==> config.mk <==
export PLATFORM = sky130hd
export DESIGN_NAME = idt_controller
export DESIGN_NICKNAME = d
export VERILOG_FILES = /design/src/rtl/idt_pkg.sv /design/src/rtl/idt_fifo_if.sv /design/src/rtl/idt_fifo.sv /design/src/rtl/idt_controller.sv
export SDC_FILE = /design/constraint.sdc
export NUM_CORES = 2
export LEC_CHECK = 0
export ABC_AREA = 1
export BUFFER_PORTS_ARGS = -buffer_cell sky130_fd_sc_hd__buf_2
export CAP_MARGIN = 30
export CELL_PAD_IN_SITES_DETAIL_PLACEMENT = 0
export CELL_PAD_IN_SITES_GLOBAL_PLACEMENT = 1
export CORE_MARGIN = 2
export CORE_UTILIZATION = 50
export DETAILED_ROUTE_END_ITERATION = 8
export PLACE_DENSITY_LB_ADDON = 0.1
export SYNTH_ARGS = -nofsm -noshare
export SYNTH_HDL_FRONTEND = slang
export SYNTH_SLANG_ARGS = --single-unit
==> constraint.sdc <==
create_clock -name i_clk_sys -period 10.4 [get_ports i_clk_sys]
set_input_delay 1.56 -clock i_clk_sys [delete_from_list [all_inputs] [get_ports i_clk_sys]]
set_output_delay 1.56 -clock i_clk_sys [all_outputs]
set_load 0.01 [all_outputs]
==> src/rtl/idt_pkg.sv <==
// Contract
// - normal mode: one unit, count 1..65536
// - repeat mode: reload after repeat size
// - block mode: one block, 1..65536 blocks
// - byte/word/longword units, blocks 1..256 units
// - chaining runs successive records per activation
// - chain on counter zero or always
// - addresses step inc, dec or fixed
// - short mode sign-extends 24-bit addresses
// - full mode uses 32-bit addresses
// - same vector again skips record fetch
// - read skip has its own enable
// - fixed source skips source write-back
// - fixed destination skips destination write-back
// - event link per unit or block
// - cpu interrupt under selectable condition
// - request vector selects the record
// - module stop halts new activations
// - load record, transfer, write record back
// - record pointer at base plus 4n
// - mode 00 normal, 01 repeat, 10 block
// - step 1/2/4 by size code
package idt_pkg;

  // ****************************************
  // record fields
  // ****************************************
  localparam logic [1:0] MD_NORMAL  = 2'h0;
  localparam logic [1:0] MD_REPEAT  = 2'h1;
  localparam logic [1:0] MD_BLOCK   = 2'h2;
  localparam int         MRA_MD_HI  = 7;
  localparam int         MRA_SZ_HI  = 5;
  localparam int         MRA_SM_HI  = 3;
  localparam int         MRB_CHNE   = 7;
  localparam int         MRB_CHNS   = 6;
  localparam int         MRB_DISEL  = 5;
  localparam int         MRB_DTS    = 4;
  localparam int         MRB_DM_HI  = 3;
  localparam logic [1:0] SZ_LONG    = 2'h2;
  localparam logic [1:0] WORDS_FULL  = 2'h3;
  localparam logic [1:0] WORDS_SHORT = 2'h2;
  localparam logic [31:0] REC_BYTES_FULL  = 32'h0000_0010;
  localparam logic [31:0] REC_BYTES_SHORT = 32'h0000_000c;
  localparam logic [8:0]  UNITS_MAX       = 9'h100;

  // ****************************************
  // sequencer states
  // ****************************************
  typedef enum logic [2:0] {
    S_IDLE, S_VEC_RD, S_REC_RD, S_DRD, S_DWR, S_WB, S_END
  } idt_state_t;

endpackage

==> src/rtl/idt_fifo_if.sv <==
`timescale 1ns/1ps
interface idt_fifo_if #(
  parameter int WIDTH = 32
);
  logic             in_valid;
  logic             in_ready;
  logic [WIDTH-1:0] in_data;
  logic             out_valid;
  logic             out_ready;
  logic [WIDTH-1:0] out_data;

  modport fifo (input in_valid, in_data, out_ready, output in_ready, out_valid, out_data);
  modport user (output in_valid, in_data, out_ready, input in_ready, out_valid, out_data);
endinterface

==> src/rtl/idt_fifo.sv <==
`timescale 1ns/1ps
module idt_fifo #(
  parameter int WIDTH = 32,
  parameter int DEPTH = 32
) (
  // clock and reset
  input  wire logic    i_clk_sys,
  input  wire logic    i_rst_n,
  // data path
  idt_fifo_if.fifo     f
);
  localparam int AW = $clog2(DEPTH);

  typedef struct packed {
    logic [AW-1:0] wp;
    logic [AW-1:0] rp;
    logic [AW:0]   cnt;
  } idt_fifo_st_t;

  idt_fifo_st_t     r_reg;
  idt_fifo_st_t     r_next;
  logic [WIDTH-1:0] mem [DEPTH];
  logic             push;
  logic             pop;

  generate
    if (DEPTH < 2 || (1 << AW) != DEPTH) begin : g_chk
      $error("idt_fifo depth must be a power of two");
    end
  endgenerate

  // honest flags straight from the occupancy count
  assign f.in_ready  = (r_reg.cnt != DEPTH[AW:0]);
  assign f.out_valid = (r_reg.cnt != '0);
  assign f.out_data  = mem[r_reg.rp];
  assign push        = f.in_valid && f.in_ready;
  assign pop         = f.out_valid && f.out_ready;

  // pointer and count update
  always_comb begin
    r_next = r_reg;
    if (push) begin
      r_next.wp = r_reg.wp + 1'b1;
    end
    if (pop) begin
      r_next.rp = r_reg.rp + 1'b1;
    end
    r_next.cnt = r_reg.cnt + {{AW{1'b0}}, push} - {{AW{1'b0}}, pop};
  end

  always_ff @(posedge i_clk_sys or negedge i_rst_n) begin
    if (!i_rst_n) begin
      r_reg <= '0;
    end else begin
      r_reg <= r_next;
    end
  end

  // storage has no reset, contents are qualified by the count
  always_ff @(posedge i_clk_sys) begin
    if (push) begin
      mem[r_reg.wp] <= f.in_data;
    end
  end
endmodule

==> src/rtl/idt_controller.sv <==
`timescale 1ns/1ps
module idt_controller #(
  parameter int NUM_VECTORS = 97,
  parameter int FIFO_DEPTH  = 32
) (
  // clock and reset
  input  wire logic        i_clk_sys,
  input  wire logic        i_rst_n,
  // transfer requests from the interrupt controller unit
  input  wire logic        i_req_valid,
  input  wire logic [6:0]  i_req_vector,
  output logic             o_req_ack,
  // control and status
  input  wire logic        i_module_stop,
  input  wire logic        i_read_skip_enable,
  input  wire logic        i_full_addr_mode,
  input  wire logic [31:0] i_vector_table_base,
  output logic             o_busy,
  // events
  output logic             o_event_link,
  output logic             o_cpu_irq,
  // system bus master
  output logic             o_mem_req,
  output logic             o_mem_we,
  output logic [1:0]       o_mem_size,
  output logic [31:0]      o_mem_addr,
  output logic [31:0]      o_mem_wdata,
  input  wire logic        i_mem_ack,
  input  wire logic [31:0] i_mem_rdata
);

  // ****************************************
  // state
  // ****************************************
  typedef struct packed {
    idt_pkg::idt_state_t st;
    logic                mem_req;
    logic                mem_we;
    logic [1:0]          mem_size;
    logic [31:0]         mem_addr;
    logic [31:0]         mem_wdata;
    logic [1:0]          idx;
    logic [6:0]          vec;
    logic [6:0]          last_vec;
    logic                last_ok;
    logic [31:0]         rec_addr;
    logic [7:0]          mra;
    logic [7:0]          mrb;
    logic [31:0]         source_address_reg;
    logic [31:0]         destination_address_reg;
    logic [15:0]         cra;
    logic [15:0]         crb;
    logic [8:0]          rd_left;
    logic [8:0]          wr_left;
    logic                cnt_zero;
    logic                ack;
    logic                evt;
    logic                irq;
    logic                busy;
  } idt_ctl_st_t;

  idt_ctl_st_t r_reg;
  idt_ctl_st_t r_next;
  logic [1:0]  rst_sync_reg;
  logic        rst_n_int;

  idt_fifo_if #(.WIDTH(32)) fif ();

  generate
    if (NUM_VECTORS < 1 || NUM_VECTORS > 128) begin : g_chk
      $error("idt_controller vector count must fit the 7-bit vector");
    end
  endgenerate

  // ****************************************
  // helpers
  // ****************************************
  // step an address by n units; mode 0x holds, 10 adds, 11 subtracts
  function automatic logic [31:0] idt_step(input logic [31:0] a, input logic [1:0] m,
                                           input logic [1:0] sz, input logic [8:0] n);
    logic [31:0] amt;
    amt = {23'h0, n} << sz;
    if (!m[1]) begin
      idt_step = a;
    end else if (m[0]) begin
      idt_step = a - amt;
    end else begin
      idt_step = a + amt;
    end
  endfunction

  // an 8-bit size field of zero stands for 256
  function automatic logic [8:0] idt_size8(input logic [7:0] v);
    idt_size8 = (v == 8'h00) ? idt_pkg::UNITS_MAX : {1'b0, v};
  endfunction

  // short addresses cover the low and high 8 MB by sign extension
  function automatic logic [31:0] idt_sext(input logic [23:0] v);
    idt_sext = {{8{v[23]}}, v};
  endfunction

  // ****************************************
  // reset release
  // ****************************************
  // release is synchronised so no flop sees a partial release edge
  always_ff @(posedge i_clk_sys or negedge i_rst_n) begin
    if (!i_rst_n) begin
      rst_sync_reg <= 2'h0;
    end else begin
      rst_sync_reg <= {rst_sync_reg[0], 1'b1};
    end
  end
  assign rst_n_int = rst_sync_reg[1];

  // ****************************************
  // data buffer
  // ****************************************
  idt_fifo #(
    .WIDTH (32),
    .DEPTH (FIFO_DEPTH)
  ) u_fifo (
    .i_clk_sys (i_clk_sys),
    .i_rst_n   (rst_n_int),
    .f         (fif.fifo)
  );

  // push on a read answer, pop on a write answer
  assign fif.in_valid  = (r_reg.st == idt_pkg::S_DRD) && r_reg.mem_req && i_mem_ack;
  assign fif.in_data   = i_mem_rdata;
  assign fif.out_ready = (r_reg.st == idt_pkg::S_DWR) && r_reg.mem_req && i_mem_ack;

  // ****************************************
  // sequencer
  // ****************************************
  always_comb begin
    logic [1:0]  md;
    logic [1:0]  sz;
    logic [1:0]  sm;
    logic [1:0]  dm;
    logic [1:0]  last_idx;
    logic [31:0] rec_bytes;
    logic        wb_need;
    logic [7:0]  cnt8;
    logic [15:0] cnt16;
    md        = r_reg.mra[idt_pkg::MRA_MD_HI -: 2];
    sz        = r_reg.mra[idt_pkg::MRA_SZ_HI -: 2];
    sm        = r_reg.mra[idt_pkg::MRA_SM_HI -: 2];
    dm        = r_reg.mrb[idt_pkg::MRB_DM_HI -: 2];
    last_idx  = i_full_addr_mode ? idt_pkg::WORDS_FULL : idt_pkg::WORDS_SHORT;
    rec_bytes = i_full_addr_mode ? idt_pkg::REC_BYTES_FULL : idt_pkg::REC_BYTES_SHORT;
    wb_need   = 1'b0;
    cnt8      = 8'h00;
    cnt16     = 16'h0000;
    r_next     = r_reg;
    r_next.ack = 1'b0;
    r_next.evt = 1'b0;
    r_next.irq = 1'b0;
    case (r_reg.st)
      idt_pkg::S_IDLE: begin
        if (i_req_valid && !i_module_stop) begin
          r_next.vec = i_req_vector;
          if (i_read_skip_enable && r_reg.last_ok && (r_reg.last_vec == i_req_vector)) begin
            r_next.rd_left = (md == idt_pkg::MD_BLOCK) ? idt_size8(r_reg.cra[15:8]) : 9'h001;
            r_next.wr_left = r_next.rd_left;
            r_next.st      = idt_pkg::S_DRD;
          end else begin
            r_next.mem_req  = 1'b1;
            r_next.mem_we   = 1'b0;
            r_next.mem_size = idt_pkg::SZ_LONG;
            r_next.mem_addr = i_vector_table_base + {23'h0, i_req_vector, 2'h0};
            r_next.last_ok  = 1'b1;  // lost only if this activation chains
            r_next.st       = idt_pkg::S_VEC_RD;
          end
        end
      end
      idt_pkg::S_VEC_RD: begin
        if (i_mem_ack) begin
          r_next.mem_req  = 1'b0;
          r_next.rec_addr = i_mem_rdata;
          r_next.idx      = 2'h0;
          r_next.mem_addr = i_mem_rdata;
          r_next.st       = idt_pkg::S_REC_RD;
        end
      end
      idt_pkg::S_REC_RD: begin
        // record load, one idle bus cycle between words
        if (!r_reg.mem_req) begin
          r_next.mem_req = 1'b1;
        end else if (i_mem_ack) begin
          if (i_full_addr_mode) begin
            case (r_reg.idx)
              2'h0: begin
                r_next.mra = i_mem_rdata[31:24];
                r_next.mrb = i_mem_rdata[23:16];
              end
              2'h1: r_next.source_address_reg = i_mem_rdata;
              2'h2: r_next.destination_address_reg = i_mem_rdata;
              default: {r_next.cra, r_next.crb} = i_mem_rdata;
            endcase
          end else begin
            case (r_reg.idx)
              2'h0: begin
                r_next.mra = i_mem_rdata[31:24];
                r_next.source_address_reg = idt_sext(i_mem_rdata[23:0]);
              end
              2'h1: begin
                r_next.mrb = i_mem_rdata[31:24];
                r_next.destination_address_reg = idt_sext(i_mem_rdata[23:0]);
              end
              default: {r_next.cra, r_next.crb} = i_mem_rdata;
            endcase
          end
          if (r_reg.idx == last_idx) begin
            r_next.mem_req = 1'b0;
            if (r_next.mra[idt_pkg::MRA_MD_HI -: 2] == idt_pkg::MD_BLOCK) begin
              r_next.rd_left = idt_size8(r_next.cra[15:8]);
            end else begin
              r_next.rd_left = 9'h001;
            end
            r_next.wr_left = r_next.rd_left;
            r_next.st      = idt_pkg::S_DRD;
          end else begin
            r_next.mem_req  = 1'b0;
            r_next.idx      = r_reg.idx + 2'h1;
            r_next.mem_addr = r_reg.mem_addr + 32'h0000_0004;
          end
        end
      end
      idt_pkg::S_DRD: begin
        if (!r_reg.mem_req) begin
          // reads stop on a full buffer or a zero read count and hand over to the writer
          if (r_reg.rd_left != 9'h000 && fif.in_ready) begin
            r_next.mem_req  = 1'b1;
            r_next.mem_we   = 1'b0;
            r_next.mem_size = sz;
            r_next.mem_addr = r_reg.source_address_reg;
          end else begin
            r_next.st = idt_pkg::S_DWR;
          end
        end else if (i_mem_ack) begin
          r_next.mem_req = 1'b0;
          r_next.rd_left = r_reg.rd_left - 9'h001;
          r_next.source_address_reg = idt_step(r_reg.source_address_reg, sm, sz, 9'h001);
        end
      end
      idt_pkg::S_DWR: begin
        if (!r_reg.mem_req) begin
          if (fif.out_valid) begin
            r_next.mem_req   = 1'b1;
            r_next.mem_we    = 1'b1;
            r_next.mem_size  = sz;
            r_next.mem_addr  = r_reg.destination_address_reg;
            r_next.mem_wdata = fif.out_data;
          end else if (r_reg.wr_left != 9'h000) begin
            r_next.st = idt_pkg::S_DRD;
          end else begin
            r_next.evt = 1'b1;
            r_next.idx = 2'h0;
            r_next.st  = idt_pkg::S_WB;
            // mode decode, 11 runs as normal
            case (md)
              idt_pkg::MD_REPEAT: begin
                cnt8 = r_reg.cra[7:0] - 8'h01;
                r_next.cnt_zero = 1'b0;
                if (cnt8 == 8'h00) begin
                  cnt8 = r_reg.cra[15:8];
                  if (r_reg.mrb[idt_pkg::MRB_DTS]) begin
                    r_next.source_address_reg = idt_step(r_reg.source_address_reg,
                      {sm[1], ~sm[0]}, sz, idt_size8(r_reg.cra[15:8]));
                  end else begin
                    r_next.destination_address_reg = idt_step(r_reg.destination_address_reg,
                      {dm[1], ~dm[0]}, sz, idt_size8(r_reg.cra[15:8]));
                  end
                end
                r_next.cra = {r_reg.cra[15:8], cnt8};
              end
              idt_pkg::MD_BLOCK: begin
                cnt16 = r_reg.crb - 16'h0001;
                r_next.crb      = cnt16;
                r_next.cnt_zero = (cnt16 == 16'h0000);
                if (r_reg.mrb[idt_pkg::MRB_DTS]) begin
                  r_next.source_address_reg = idt_step(r_reg.source_address_reg,
                    {sm[1], ~sm[0]}, sz, idt_size8(r_reg.cra[15:8]));
                end else begin
                  r_next.destination_address_reg = idt_step(r_reg.destination_address_reg,
                    {dm[1], ~dm[0]}, sz, idt_size8(r_reg.cra[15:8]));
                end
              end
              default: begin
                cnt16 = r_reg.cra - 16'h0001;
                r_next.cra      = cnt16;
                r_next.cnt_zero = (cnt16 == 16'h0000);
              end
            endcase
          end
        end else if (i_mem_ack) begin
          r_next.mem_req = 1'b0;
          r_next.wr_left = r_reg.wr_left - 9'h001;
          r_next.destination_address_reg = idt_step(r_reg.destination_address_reg, dm, sz,
                                                    9'h001);
        end
      end
      idt_pkg::S_WB: begin
        if (i_full_addr_mode) begin
          case (r_reg.idx)
            2'h0: wb_need = 1'b0;
            2'h1: wb_need = sm[1];
            2'h2: wb_need = dm[1];
            default: wb_need = 1'b1;
          endcase
        end else begin
          case (r_reg.idx)
            2'h0: wb_need = sm[1];
            2'h1: wb_need = dm[1];
            default: wb_need = 1'b1;
          endcase
        end
        if (!r_reg.mem_req) begin
          if (wb_need) begin
            r_next.mem_req  = 1'b1;
            r_next.mem_we   = 1'b1;
            r_next.mem_size = idt_pkg::SZ_LONG;
            r_next.mem_addr = r_reg.rec_addr + {28'h0, r_reg.idx, 2'h0};
            if (r_reg.idx == last_idx) begin
              r_next.mem_wdata = {r_reg.cra, r_reg.crb};
            end else if (i_full_addr_mode) begin
              r_next.mem_wdata = (r_reg.idx == 2'h1) ? r_reg.source_address_reg
                                                     : r_reg.destination_address_reg;
            end else if (r_reg.idx == 2'h0) begin
              r_next.mem_wdata = {r_reg.mra, r_reg.source_address_reg[23:0]};
            end else begin
              r_next.mem_wdata = {r_reg.mrb, r_reg.destination_address_reg[23:0]};
            end
          end else begin
            r_next.idx = r_reg.idx + 2'h1;
          end
        end else if (i_mem_ack) begin
          r_next.mem_req = 1'b0;
          if (r_reg.idx == last_idx) begin
            r_next.st = idt_pkg::S_END;
          end else begin
            r_next.idx = r_reg.idx + 2'h1;
          end
        end
      end
      idt_pkg::S_END: begin
        // chain: always, or only on zero count
        if (r_reg.mrb[idt_pkg::MRB_CHNE] &&
            (!r_reg.mrb[idt_pkg::MRB_CHNS] || r_reg.cnt_zero)) begin
          r_next.rec_addr = r_reg.rec_addr + rec_bytes;
          r_next.mem_addr = r_reg.rec_addr + rec_bytes;
          r_next.mem_req  = 1'b1;
          r_next.mem_we   = 1'b0;
          r_next.mem_size = idt_pkg::SZ_LONG;
          r_next.idx      = 2'h0;
          r_next.last_ok  = 1'b0;
          r_next.st       = idt_pkg::S_REC_RD;
        end else begin
          // cpu interrupt: every transfer or on zero
          r_next.irq      = r_reg.mrb[idt_pkg::MRB_DISEL] || r_reg.cnt_zero;
          r_next.ack      = 1'b1;
          r_next.last_vec = r_reg.vec;
          r_next.st       = idt_pkg::S_IDLE;
        end
      end
      default: r_next.st = idt_pkg::S_IDLE;
    endcase
    r_next.busy = (r_next.st != idt_pkg::S_IDLE);
  end

  always_ff @(posedge i_clk_sys or negedge rst_n_int) begin
    if (!rst_n_int) begin
      r_reg <= '0;
    end else begin
      r_reg <= r_next;
    end
  end

  // ****************************************
  // outputs
  // ****************************************
  assign o_req_ack    = r_reg.ack;
  assign o_busy       = r_reg.busy;
  assign o_event_link = r_reg.evt;
  assign o_cpu_irq    = r_reg.irq;
  assign o_mem_req    = r_reg.mem_req;
  assign o_mem_we     = r_reg.mem_we;
  assign o_mem_size   = r_reg.mem_size;
  assign o_mem_addr   = r_reg.mem_addr;
  assign o_mem_wdata  = r_reg.mem_wdata;
endmodule

==> reports/metrics.yaml <==
status: "complete, no violations"
fp.dieH_um: 363
cts-root-buf: "clkbuf_16"
setup.worst_path.class: "flop to flop"
fin_skew_ns: 0.0318
finalCriticalPeriod_ns: 5.26
synth_top_family_by_area: "simple AND/OR/NAND/NOR gates"
drv_cap: 0
cts_tree: "done"
finalCritPeriodShare: 0.506
netlist_area_mm2: 0.0644
syn_nets: 6810
dpl-instance-area_mm2: 0.0664
multi_input_area_mm2: 0.0233
hold_viol: 0
synthDistinctLibCells: 75
post_cts_buffers: 0
synth-compound-area-share: 0.161
hold_path_class: "flop to asynchronous set/reset pin"
largest_reg_flops: 1024
vias: 52600
cts_buffers: 141
drv_slew: 0
p_seq_frac: 0.370
grt_pass1_vias: 48900
synth_top_area_cell: "edfxtp_1"
cp_max_fo: 17
die_area_mm2: 0.132
setup_viol: 0
power.total_mw: 19.1
regArea_mm2: 0.0376
clock.fmax_ghz: 0.190
setup_ws_ns: 5.14
grt_max_degree: 199
postRouteAntennaNets: 0
crit_arrival_ns: 5.94
drc_errors: 0
synthTopCellsByCount: "edfxtp_1 (1024), nor2_1 (919), nand2_1 (899)"
fill_cells: 11300
slew_headroom: 0.266
design_area_mm2: 0.0709
avgViaCountPerCell: 6.27
vdd_drop_max_uv: 208
synthMuxAreaShare: 0.00105
synth-xor-area-share: 0.0105
async_flop_share: 0.210
leakagePower_nw: 26.4
grt_use_total: 0.362
nets: 6791
syn_avg_cell_area_um2: 9.73
cts_max_level: 4
dr.first_iter.drc_count: 6709
rsz0062_at_grt: "false"
io_buffer_count: 149
dp_hpwl_um: 157000
fin_tns_setup_ns: 0
synth.area.top_cells: "edfxtp_1 (48%), dfrtp_1 (11%), o21ai_0 (6.8%)"
drive_gt1_frac: 0.0950
critPathLaunchType: "flop"
start_util: 0.505
cts_resized: 0
synth_edf_count: 1024
clk_pin_slew_ns: 0.06
dr.pass1.iters: 8
synthCells: 6619
area_delta_synth_final_pct: 10.1
pwr-share-comb: 0.370
synth_top_cell_area_share: 0.477
tightest_slew_ns: 1.10
ys_ff_latch: 1297
end_kind: "flop"
io_pins: 150
cts_hold_buf: 0
p_int_mw: 11.1
globalplace.congestion: 1.00
yosys_warnings: 0
clk_latency_ns: 0.80
antenna_found_initial: 11
gr-total-overflow: 0
yosys.area_share.simple: 0.163
finalWirelength_um: 241000
preCtsSetupSlack_ns: 5.19
power.switching_mw: 7.91
synth_most_common_cell: "edfxtp_1"
yosys_most_used_dff: "edfxtp_1"
synth-adder-area-share: 0.0226
row_count: 131
cts_max_path_buffers: 3
pwr-share-clk: 0.260
clock_sinks: 1297
reg2reg_setup_slack_ns: 5.14
grt_pass1_wl_um: 345000
cp.required_ns: 11.08
powerDensity_mw_per_mm2: 269
holdWs_ns: 0.245
avgRoutedWirePerCell_um: 28.8
core_mm2: 0.128
die_w_um: 363
ys_seq_area_frac: 0.583
swShare: 0.415
-- critical path: stages (launching register included) --
cell,delay (ns)
dfrtp_1,0.78
inv_2,0.32
nand2_1,0.24
nand2_2,0.12
nor2_4,0.17
nand2_2,0.09
nor2_1,0.12
nand3_2,0.11
nor2_1,0.13
ha_1,0.25
o21ai_0,0.45
nand4_1,0.16
nand3_1,0.10
nand2_1,0.06
ha_1,0.38
nand2_1,0.12
nor2_1,0.25
nand2_1,0.07
o21ai_0,0.49
a21oi_1,0.15
or2_2,0.30
nand3_1,0.06
o21ai_0,0.09
nand2_1,0.08
nand2_1,0.06
-- layer usage --
layer	track usage	vias up	routed length [µm]
met5	0	-	53
met3	0.0719	536	21300
met1	0.478	25900	95300
met4	0.193	10	14500
met2	0.566	2635	110000
li1	-	23500	-
-- stage by stage --
step | util | instances
2_1_floorplan | - | 6619
3_3_place_gp | 0.520 | 8117
3_5_place_dp | 0.520 | 8118
4_1_cts | 0.555 | 8374
5_1_grt | 0.555 | 8376
6_report | 0.556 | 8380
-- final timing paths --
check | end | depth (start not counted) | from
worst max-delay path | r_reg[72] | 24 | r_reg[132]
min in group i_clk_sys | rst_sync_reg[1] | 0 | rst_sync_reg[0]
worst min register to register | r_reg[181] | 0 | rst_sync_reg[1]
max in group asynchronous | r_reg[62] | 2 | rst_sync_reg[1]
worst min-delay path | r_reg[181] | 0 | rst_sync_reg[1]
worst max register to register | r_reg[72] | 24 | r_reg[132]
-- cell usage in the layout (no fill, tap or decap), types with 31 or more instances in the layout --
cell type / netlist / final
edfxtp_1: 1024 / 1024
nand2_1: 899 / 899
nor2_1: 919 / 884
o21ai_0: 875 / 875
inv_1: 455 / 450
nand3_1: 295 / 295
a21oi_1: 282 / 282
dfrtp_1: 273 / 268
o22ai_1: 191 / 191
buf_2: 56 / 149
clkbuf_16: 0 / 145
nand4_1: 119 / 119
o221ai_1: 118 / 118
ha_1: 107 / 107
buf_4: 81 / 100
nor3_1: 80 / 80
o211ai_1: 63 / 63
xor2_1: 62 / 62
a31oi_1: 58 / 58
a22oi_1: 51 / 51
nor2_4: 6 / 41
nand2_2: 37 / 37
a211oi_1: 32 / 32
clkbuf_1: 256 / 32
clkinv_1: 8 / 31
-- logic make-up (layout without fill, tap and decap cells) --
| group | Yosys count | in the layout |
|---|---|---|
| simple gates | 2449 | 2449 |
| other cells | 1 | 6 |
| fa+ha+maj | 113 | 113 |
| xor+xnor | 77 | 77 |
| compound gates | 1777 | 1777 |
| buf+inv | 899 | 993 |
| mux | 6 | 6 |
| flops | 1297 | 1297 |
-- power by group through the flow --
stage | sequential [mW] | clock (mW) | combinational [mW]
final | 7.04 | 4.95 | 7.05
after global routing | 7.07 | 5.20 | 7.73
after CTS | 7.01 | 4.99 | 6.93
after detailed placement | 7.11 | 0 | 6.90
after global placement | 7.11 | 0 | 6.88
after floorplan | 6.67 | 0 | 4.88
-- final cells by class --
class,instances,area share
Timing Repair Buffer,255,0.0228
Multi-Input combinational cell,4423,0.329
Clock buffer,186,0.0546
Clock inverter,70,0.00882
Sequential cell,1297,0.530
Tap cell,1662,0.0293
Inverter,482,0.0258
Antenna cell,5,0.000176
No activity file was read; power rests on OpenSTA's default activity.
